<file path="src/logic/ssi_encoder_map.vh">
`ifndef SSI_ENCODER_MAP_VH
`define SSI_ENCODER_MAP_VH
// ----------------------------------------
// Timing
// ----------------------------------------
`define CLK_PERIOD_NS        40
`define LINE_RELEASE_US      25
`define LINE_RELEASE_CYCLES  ((`LINE_RELEASE_US * 1000) / `CLK_PERIOD_NS)
`define UPDATE_RATE_KHZ      35
`define UPDATE_FAST_KHZ      375
`define UPDATE_CYCLES        ((1000000 / `UPDATE_RATE_KHZ) / `CLK_PERIOD_NS)
`define UPDATE_FAST_CYCLES   ((1000000 / `UPDATE_FAST_KHZ) / `CLK_PERIOD_NS)
`define INTER_FRAME_PAUSE_US 26
// ----------------------------------------
// Frame layout
// ----------------------------------------
`define POS_BITS             16
`define FIFO_DEPTH           32
`define ERR_FLAG_OK          1'h0
`define ERR_FLAG_FAIL        1'h1
`endif

</file>
<file path="src/logic/sample_fifo.v">
`timescale 1ns/100ps
module sample_fifo #(
  parameter WIDTH = 16,
  parameter DEPTH = 32,
  parameter AW    = 5
) (
  input  wire             mclk_in,
  input  wire             rst_in,
  input  wire             wr_valid_in,
  output wire             wr_ready_out,
  input  wire [WIDTH-1:0] wr_data_in,
  output wire             rd_valid_out,
  input  wire             rd_ready_in,
  output wire [WIDTH-1:0] rd_data_out
);
  reg [WIDTH-1:0] mem_q [0:DEPTH-1];
  reg [AW-1:0]    wr_ptr_q;
  reg [AW-1:0]    rd_ptr_q;
  reg [AW:0]      count_q;
  wire            do_wr;
  wire            do_rd;

  function [AW-1:0] next_ptr;
    input [AW-1:0] ptr;
    begin
      next_ptr = (ptr == DEPTH[AW-1:0] - 1'b1) ? {AW{1'b0}} : ptr + 1'b1;
    end
  endfunction

  assign wr_ready_out = (count_q != DEPTH[AW:0]);
  assign rd_valid_out = (count_q != {(AW+1){1'b0}});
  assign rd_data_out  = mem_q[rd_ptr_q];
  assign do_wr        = wr_valid_in & wr_ready_out;
  assign do_rd        = rd_valid_out & rd_ready_in;

  always @(posedge mclk_in) begin
    if (do_wr) begin
      mem_q[wr_ptr_q] <= wr_data_in;
    end
    if (rst_in) begin
      wr_ptr_q <= {AW{1'b0}};
      rd_ptr_q <= {AW{1'b0}};
      count_q  <= {(AW+1){1'b0}};
    end else begin
      if (do_wr) begin
        wr_ptr_q <= next_ptr(wr_ptr_q);
      end
      if (do_rd) begin
        rd_ptr_q <= next_ptr(rd_ptr_q);
      end
      if (do_wr & ~do_rd) begin
        count_q <= count_q + 1'b1;
      end else if (do_rd & ~do_wr) begin
        count_q <= count_q - 1'b1;
      end
    end
  end
endmodule

</file>
<file path="src/logic/ssi_encoder_slave.v">
`timescale 1ns/100ps
`include "ssi_encoder_map.vh"
// How it works
// RULE_01 - Two modes: position output and service setup
// RULE_02 - Position output mode entered after reset
// RULE_03 - Master clocks the link, device returns data
// RULE_04 - Self-test reports critical sensing abnormality
// RULE_05 - Error flag 0 normal, 1 on error
// RULE_06 - No self-test option means no flag bit
// RULE_07 - Position refreshed at 35 kHz, optional 375
// RULE_08 - Master spaces requests, pause 26 us minimum
// RULE_09 - Setup mode reuses clock and data pairs
// RULE_10 - Latch on first fall, shift MSB first on rises
// RULE_11 - Data low for monoflop time, then high
module ssi_encoder_slave #(
  parameter POS_BITS       = `POS_BITS,
  parameter HAS_SELF_TEST  = 1,
  parameter FAST_UPDATE    = 0,
  parameter RELEASE_CYCLES = `LINE_RELEASE_CYCLES
) (
  input  wire                mclk_in,
  input  wire                rst_in,
  input  wire [POS_BITS-1:0] position_in,
  input  wire                sense_fault_in,
  input  wire                setup_mode_in,
  input  wire                ssi_clk_in,
  output reg                 ssi_data_out,
  output reg                 ssi_data_oe_n_out,
  output reg                 setup_rx_out,
  input  wire                setup_tx_in,
  output reg                 setup_active_out,
  output reg                 fifo_overflow_out
);
  // ----------------------------------------
  // Constants and states
  // ----------------------------------------
  localparam UPD_CYC   = FAST_UPDATE ? `UPDATE_FAST_CYCLES : `UPDATE_CYCLES;
  localparam FRAME_LEN = POS_BITS + (HAS_SELF_TEST ? 1 : 0);
  localparam FW        = POS_BITS + 1;
  localparam S_IDLE    = 4'h1;
  localparam S_SHIFT   = 4'h2;
  localparam S_MONO    = 4'h4;
  localparam S_SETUP   = 4'h8;

  function timer_expired;
    input [19:0] count;
    begin
      timer_expired = (count == RELEASE_CYCLES[19:0] - 20'h00001);
    end
  endfunction

  // ----------------------------------------
  // Pin synchronisers
  // ----------------------------------------
  reg        clk_s1_q;
  reg        clk_s2_q;
  reg        clk_s3_q;
  reg        tx_s1_q;
  reg        tx_s2_q;
  reg        mode_s1_q;
  reg        mode_s2_q;
  wire       clk_fall;
  wire       clk_rise;

  always @(posedge mclk_in) begin
    if (rst_in) begin
      clk_s1_q  <= 1'b1;
      clk_s2_q  <= 1'b1;
      clk_s3_q  <= 1'b1;
      tx_s1_q   <= 1'b1;
      tx_s2_q   <= 1'b1;
      mode_s1_q <= 1'b0;
      mode_s2_q <= 1'b0;
    end else begin
      clk_s1_q  <= ssi_clk_in;
      clk_s2_q  <= clk_s1_q;
      clk_s3_q  <= clk_s2_q;
      tx_s1_q   <= setup_tx_in;
      tx_s2_q   <= tx_s1_q;
      mode_s1_q <= setup_mode_in;
      mode_s2_q <= mode_s1_q;
    end
  end

  assign clk_fall = clk_s3_q & ~clk_s2_q;
  assign clk_rise = ~clk_s3_q & clk_s2_q;

  // ----------------------------------------
  // Position sampling into the buffer
  // ----------------------------------------
  // Sampler writes at the update rate; the frame logic drains to the freshest word
  reg  [15:0]     upd_cnt_q;
  wire            upd_tick;
  wire            fifo_wr_ready;
  wire            fifo_rd_valid;
  wire [FW-1:0]   fifo_rd_data;
  reg  [FW-1:0]   sample_d;
  reg  [FW-1:0]   latest_q;

  assign upd_tick = (upd_cnt_q == UPD_CYC[15:0] - 16'h0001);

  always @* begin
    sample_d = {position_in, sense_fault_in ? `ERR_FLAG_FAIL : `ERR_FLAG_OK}; // see RULE_04
  end

  always @(posedge mclk_in) begin
    if (rst_in) begin
      upd_cnt_q <= 16'h0000;
    end else if (upd_tick) begin
      upd_cnt_q <= 16'h0000; // see RULE_07
    end else begin
      upd_cnt_q <= upd_cnt_q + 16'h0001;
    end
  end

  sample_fifo #(
    .WIDTH (FW),
    .DEPTH (`FIFO_DEPTH),
    .AW    (5)
  ) sample_fifo_inst (
    .mclk_in      (mclk_in),
    .rst_in       (rst_in),
    .wr_valid_in  (upd_tick),
    .wr_ready_out (fifo_wr_ready),
    .wr_data_in   (sample_d),
    .rd_valid_out (fifo_rd_valid),
    .rd_ready_in  (1'b1),
    .rd_data_out  (fifo_rd_data)
  );

  // ----------------------------------------
  // Frame state machine
  // ----------------------------------------
  reg  [3:0]          state_q;
  reg  [FW-1:0]       shift_q;
  reg  [5:0]          bit_cnt_q;
  reg  [19:0]         mono_cnt_q;

  always @(posedge mclk_in) begin
    if (rst_in) begin
      latest_q          <= {FW{1'b0}};
      fifo_overflow_out <= 1'b0;
    end else begin
      if (fifo_rd_valid) begin
        latest_q <= fifo_rd_data; // see RULE_07
      end
      if (upd_tick & ~fifo_wr_ready) begin
        fifo_overflow_out <= 1'b1;
      end
    end
  end

  always @(posedge mclk_in) begin
    if (rst_in) begin
      state_q           <= S_IDLE; // see RULE_02
      shift_q           <= {FW{1'b0}};
      bit_cnt_q         <= 6'h00;
      mono_cnt_q        <= 20'h00000;
      ssi_data_out      <= 1'b1;
      ssi_data_oe_n_out <= 1'b0;
      setup_rx_out      <= 1'b1;
      setup_active_out  <= 1'b0;
    end else begin
      setup_rx_out <= clk_s2_q; // see RULE_09
      case (state_q)
        S_IDLE: begin
          ssi_data_out     <= 1'b1;
          setup_active_out <= 1'b0;
          if (mode_s2_q) begin
            state_q <= S_SETUP; // see RULE_01
          end else if (clk_fall) begin
            // Slave starts a frame only on the master's clock fall
            shift_q    <= latest_q; // see RULE_03 see RULE_10
            bit_cnt_q  <= 6'h00;
            mono_cnt_q <= 20'h00000;
            state_q    <= S_SHIFT;
          end
        end
        S_SHIFT: begin
          if (clk_rise) begin
            mono_cnt_q <= 20'h00000;
            if (bit_cnt_q == FRAME_LEN[5:0]) begin
              // Extra rise after last bit: frame over
              ssi_data_out <= 1'b0; // see RULE_11
              state_q      <= S_MONO;
            end else begin
              ssi_data_out <= shift_q[FW-1]; // see RULE_10 see RULE_05 see RULE_06
              shift_q      <= {shift_q[FW-2:0], 1'b0};
              bit_cnt_q    <= bit_cnt_q + 6'h01;
            end
          end else if (clk_fall) begin
            mono_cnt_q <= 20'h00000;
          end else if (timer_expired(mono_cnt_q)) begin
            // A master that stops mid-frame would otherwise leave the line stuck
            ssi_data_out <= 1'b1; // see RULE_11
            state_q      <= S_IDLE;
          end else begin
            mono_cnt_q <= mono_cnt_q + 20'h00001;
          end
        end
        S_MONO: begin
          ssi_data_out <= 1'b0;
          // Clock edges restart the timeout, so a stopped clock is needed for release
          if (clk_fall | clk_rise) begin
            mono_cnt_q <= 20'h00000; // see RULE_08
          end else if (timer_expired(mono_cnt_q)) begin
            ssi_data_out <= 1'b1; // see RULE_11
            state_q      <= S_IDLE;
          end else begin
            mono_cnt_q <= mono_cnt_q + 20'h00001;
          end
        end
        S_SETUP: begin
          setup_active_out <= 1'b1;
          ssi_data_out     <= tx_s2_q; // see RULE_09
          if (~mode_s2_q) begin
            state_q <= S_IDLE; // see RULE_01
          end
        end
        default: begin
          state_q <= S_IDLE;
        end
      endcase
    end
  end
endmodule

</file>
<file path="config.mk">
export PLATFORM = sky130hd
export DESIGN_NAME = ssi_encoder_slave
export DESIGN_NICKNAME = d
export VERILOG_FILES = /design/src/logic/sample_fifo.v /design/src/logic/ssi_encoder_slave.v
export VERILOG_INCLUDE_DIRS = /design/src /design/src/logic
export SDC_FILE = /design/constraint.sdc
export NUM_CORES = 1
export LEC_CHECK = 0
export BUFFER_PORTS_ARGS = -buffer_cell sky130_fd_sc_hd__buf_2
export CAP_MARGIN = 0
export CELL_PAD_IN_SITES_DETAIL_PLACEMENT = 2
export CELL_PAD_IN_SITES_GLOBAL_PLACEMENT = 2
export CORE_MARGIN = 4
export CORE_UTILIZATION = 50
export CTS_BUF_LIST = sky130_fd_sc_hd__clkbuf_8
export DETAILED_ROUTE_END_ITERATION = 16
export GPL_ROUTABILITY_DRIVEN = 0
export PLACE_DENSITY = 0.78
export RECOVER_POWER = 100
export SETUP_SLACK_MARGIN = 0.02
export SKIP_CTS_REPAIR_TIMING = 1
export SLEW_MARGIN = 30
export SYNTH_ARGS = -nofsm -noshare
export SYNTH_HDL_FRONTEND = slang
export SYNTH_SLANG_ARGS = --single-unit
</file>
<file path="constraint.sdc">
create_clock -name mclk_in -period 3.8 [get_ports mclk_in]
set_input_delay 0.57 -clock mclk_in [delete_from_list [all_inputs] [get_ports mclk_in]]
set_output_delay 0.57 -clock mclk_in [all_outputs]
set_load 0.05 [all_outputs]
</file>
# After elaboration in Yosys (flattened, before gate mapping)
# Memory sizes are Yosys's and may differ from the RTL's. A register that Yosys moved wholly into a read port is not among the register bits.
# Index checks and enable logic that the tools add are counted.
# totals
ramBits	544
memories	1
reg_bits	89
# mem_list
memory	words	width	read_ports	rd_clocked_by_memory_dff	wr	line	text
sample_fifo_inst.mem_q	32	17	1	1	1	sample_fifo.v:16	reg [WIDTH-1:0] mem_q [0:DEPTH-1];
# op_classes
n_bitwise	12
n_eq_ne	20
add_sub_neg	7
n_mux	41
n_reduce_logical	11
# ops
cell	n
20-bit two-way mux	6
17-bit two-way mux	4
20-bit one-hot mux with 3 select lines	1
6-bit two-way mux	6
17-bit one-hot mux with 2 select lines	1
4-bit two-way mux	8
20-bit by 1-bit adder with 20-bit output, second input constant	1
20-bit by 10-bit == test with 1-bit output, second input constant	1
16-bit by 1-bit adder with 16-bit output, second input constant	1
16-bit by 10-bit == test with 1-bit output, second input constant	1
4-bit one-hot mux with 4 select lines	1
6-bit by 1-bit adder with 6-bit output, second input constant	2
2-bit != test, second input constant	6
3-bit != test, second input constant	4
6-bit one-hot mux with 2 select lines	1
5-bit by 1-bit adder with 5-bit output, second input constant	2
5-bit == test, second input constant	2
5-bit two-way mux	2
5-bit AND reduction	2
1-bit two-way mux	9
1-bit AND	6
6-bit by 5-bit == test with 1-bit output, second input constant	1
6-bit != test, second input constant	1
3-bit AND reduction	2
14 further kinds	20

# Depth between registers and ports, before layout
# logic_depth
ltp_word	6
mapped_depth	16
mapped_depth_nobuf	15

# Modules after synthesis
# Synthesis repeated with hierarchy kept, for this count alone.
# unflattened
hier_cells	1641
hier_area_um2	26195.1
# by_module_without_submodules
module	cells_per_inst	area_per_inst_um2	seq_area_each_um2	n_inst
sample_fifo	1140	21964.8	16756.1	1
ssi_encoder_slave	501	4230.3	1801.7	1

# Worst setup path after synthesis
# OpenSTA, ideal clock, no wires.
# synth_timing
path_type	register to register
startpoint	register sample_fifo_inst.count_q[0]
endpoint	register sample_fifo_inst.count_q[4]
arrival_time_ns	2.740
stages_incl_launch_ff	13
setup_ns	0.128
n_path_buf	1
slack_ns	0.932
required_time_ns	3.672
path_cell_list	dfxtp_1 -> or4_1 -> or3_1 -> inv_2 -> buf_2 -> ha_1 -> inv_1 -> ha_1 -> a311oi_1 -> xor2_1 -> nor2_1 -> a21oi_1 -> nor2_1
# synth_via
elab_chain_cells	5
elab_cells_between_ends	12
# synth_lines
item	line	text
start, declared	sample_fifo.v:19	reg [AW:0] count_q;
start signal, assigned	sample_fifo.v:43	count_q <= {(AW+1){1'b0}};
start signal, assigned	sample_fifo.v:52	count_q <= count_q + 1'b1;
start signal, assigned	sample_fifo.v:54	count_q <= count_q - 1'b1;
branches (longest 5 deep; another with 6-bit by 1-bit subtractor with 6-bit output)	--	
# Parallel ways; which one is timed is not known. The select of a mux whose other input is x is not followed.
# A chain may end at the register's enable or synchronous reset.

# Final worst setup path
# layout_timing
startpoint	register upd_cnt_q[0]
endpoint	memory sample_fifo_inst.mem_q[24][16] (netlist name), enable pin
# layout_via
elab_chain_cells	4
# layout_lines
item	line	text
start, declared	ssi_encoder_slave.v:92	reg [15:0] upd_cnt_q;
start signal, assigned	ssi_encoder_slave.v:112	upd_cnt_q <= upd_cnt_q + 16'h0001;
16-bit by 10-bit == test with 1-bit output	ssi_encoder_slave.v:100	assign upd_tick = (upd_cnt_q == UPD_CYC[15:0] - 16'h0001);
1-bit AND	sample_fifo.v:33	assign do_wr = wr_valid_in & wr_ready_out;
net sample_fifo_inst.do_wr	sample_fifo.v:20	wire do_wr;
1-bit two-way mux	sample_fifo.v:37	if (do_wr) begin
1-bit two-way mux (not written as such)	sample_fifo.v:38	mem_q[wr_ptr_q] <= wr_data_in;
end, declared	sample_fifo.v:16	
# The timed path passes the listed nets, and every way through them passes these cells.

==> impl_metrics.ini <==
[floorplanning]
rows = 83
core_region_area_um2 = 51500
pin_count = 27
die_x_um = 236
die_y_um = 236
die_area_um2 = 55900
initial_core_util_pct = 50.6

[worst_setup_path]
timing.rr.start = upd_cnt_q[0]
cp_slowest_cell = clkbuf_2
end_kind = flip-flop
cp.required_ps = 4120
path_max_fanout = 17
r2r_setup_slack_ps = 320
ff2ff_path_depth = 8
critPathLaunchType = flip-flop
r2r-end = sample_fifo_inst.mem_q[24][16]
path_cells = ha_1 -> nor4bb_1 -> nand4_1 -> or2_1 -> inv_2 -> nand2_1 -> nor2_1 -> clkbuf_2
crit_type = reg2reg
crit_arrival_ps = 3810
critical_path.max_stage_delay_ps = 750

[sta]
finalCritPeriodShare_pct = 91.7
setup_violations = 0
tightestPinTransition_ps = 2110
slew_violations = 433
fin_setup_tns_ps = 0
period_minus_slack_ps = 3480
slew_headroom_pct = -40.9
fmax_mhz = 287
finClkSkew_ps = 42.8
hold_viol_final = 0
rsz0062_at_grt = false

[detailed_routing]
wl_mm = 86.8
drtIter0Drc = 1615
dr_total_vias = 15800
wire_per_inst_um = 36.0
viasPerCell = 6.56
ant_nets = 0
drc = 0
first_pass_iters = 5

[yosys]
synthCells = 1535
ys_types = 67
syn-num-nets = 1579
postSynth.asyncResetShare_pct = 0
ys_seq_area_share_pct = 70.8
yosys_warnings = 0
synth_area_per_cell_um2 = 17.0
ys.flop_type = edfxtp_1
synthesis.area_um2 = 26100
yosys_register_bits = 650
synth_edf_count = 544

[final_layout]
ff_latch_area_um2 = 18500
mostFrequentLayoutCells = edfxtp_1 (544), nor2_1 (123), mux4_2 (113), clkbuf_8 (113), dfxtp_1 (104)
n_fill_cell = 4473
layout-drive-gt1-share_pct = 19.9
mostFrequentLayoutCell = edfxtp_1
fin_nets = 1683
syn_to_final_growth_pct = 11.5
multiInputGateArea_um2 = 7060
final_util_pct = 56.5

[global_routing]
grt_antenna_before_repair = 7
grt_overflow = 0
grt_util_all_layers_pct = 31.0
grt_max_degree = 59
first_global_vias = 17100
grt_pass1_wl_mm = 125

[pwr]
power.density_nw_per_um2 = 617
max-vdd-ir-drop_uv = 478
p_leak_uw = 0.00952

[flow_run]
cap_violations = 14

[clocking]
clkSinkCount = 650
clock_path_buffers = 3
clk_pin_slew_ps = 60
cts_tree = built
numCtsBuffers = 104
worstSkewPairLatency_ps = 740
htree_levels = 3
ctsRootBufferMaster = clkbuf_8

[placed_design]
hpwl_mm = 46.7
io_buffers = 25

[min_path]
min_to = tx_s1_q
min_from = setup_tx_in
min_path_cells = 2
hold_path_class = in2reg

[status]
status = complete, but fails checks
violations = capacitance limit, slew limit
-- worst max-delay path: cells and delay by family, from the launching register on --
family	cells	cell delay, ps
flip-flops	1	430
adder cells (fa/ha/maj)	1	180
AND/OR/NAND/NOR	5	1560
buffers and inverters	2	920
-- per-layer routing --
metal  vias to the layer above  wire [um]  GRT usage, %
li1                       6346          -             -
met2                       831      43800          52.2
met1                      8387      32200          38.8
met4                        10       3970          12.8
met5                         -         69             0
met3                       234       6790          7.45
-- final cells by class --
type / count / share of cell area (%)
flip-flops and latches: 650 / 63.5
clock buffers: 113 / 5.35
diodes: 3 / 0.0258
repair buffers: 83 / 1.78
well taps: 680 / 2.93
clock inverters: 81 / 1.87
multi-input cells: 777 / 24.3
inverters: 23 / 0.297
-- stage by stage --
step / std cells / setup slack [ps] / instance area (um^2) / hold slack [ps] / total power (uW)
2_1_floorplan: 1535 / 932 / 26100 / 389 / 10700
3_3_place_gp: 2213 / 684 / 27200 / 398 / 11500
3_5_place_dp: 2213 / 541 / 27200 / 400 / 11600
4_1_cts: 2407 / 482 / 29300 / -14.5 / 18100
5_1_grt: 2408 / 148 / 29100 / 1.21 / 18600
6_report: 2410 / 316 / 29100 / 42.2 / 18000
-- flip-flops by register name (all words and copies together), names as in the netlist, 4 cells and up --
register,count
shift_q,17
mono_cnt_q,20
sample_fifo_inst.rd_ptr_q,5
bit_cnt_q,6
sample_fifo_inst.count_q,6
sample_fifo_inst.wr_ptr_q,5
upd_cnt_q,16
state_q,4
latest_q,17
sample_fifo_inst.mem_q,544
-- where the power goes --
group | internal (uW) | switching (uW)
clock | 3180 | 3130
sequential | 7870 | 263
combinational | 1510 | 2010
-- how the worst max path moves through the flow --
stage | startpoint | end | depth (start not counted)
floorplan | sample_fifo_inst.count_q[0] | sample_fifo_inst.count_q[4] | 12
global placement | sample_fifo_inst.count_q[0] | sample_fifo_inst.count_q[4] | 12
detailed placement | upd_cnt_q[0] | sample_fifo_inst.count_q[4] | 13
CTS | upd_cnt_q[0] | sample_fifo_inst.count_q[4] | 13
global route | upd_cnt_q[0] | sample_fifo_inst.mem_q[24][16] | 8
finish | upd_cnt_q[0] | sample_fifo_inst.mem_q[24][16] | 8
-- cell usage after synthesis (6+ instances only) --
master | number | area [um^2]
mux2i_1 | 102 | 1020
a22oi_1 | 6 | 45.0
nand3_1 | 28 | 140
nand3b_1 | 8 | 60.1
buf_4 | 7 | 52.6
buf_6 | 6 | 67.6
a211oi_1 | 26 | 195
nor3_1 | 17 | 85.1
buf_2 | 23 | 115
a31oi_1 | 9 | 56.3
xnor2_1 | 11 | 96.3
nand2_1 | 37 | 139
a221oi_1 | 34 | 298
a221o_1 | 7 | 70.1
or2_2 | 8 | 50.1
inv_1 | 19 | 71.3
or3_1 | 9 | 56.3
a21o_1 | 6 | 45.0
o21ai_0 | 26 | 130
and3_1 | 13 | 81.3
nor2_1 | 135 | 507
dfxtp_1 | 106 | 2120
o21ai_1 | 6 | 30.0
ha_1 | 22 | 275
mux4_2 | 113 | 2540
clkbuf_1 | 39 | 146
nand4_1 | 12 | 75.1
edfxtp_1 | 544 | 16300
o211ai_1 | 6 | 45.0
a21oi_1 | 41 | 205
xor2_1 | 25 | 219
nor4_1 | 7 | 43.8
-- cell families after synthesis --
logic type	Yosys count	share of synthesized area (%)
DFF	650	70.8
muxes	215	13.7
buffers and inverters	108	2.22
other	1	0.0144
xor gates and xnor gates	36	1.21
AOI/OAI and AO/OA	193	5.18
and+or+nand+nor	310	5.89
adders and majority gates	22	1.06
(Power assumes the default switching activity.)
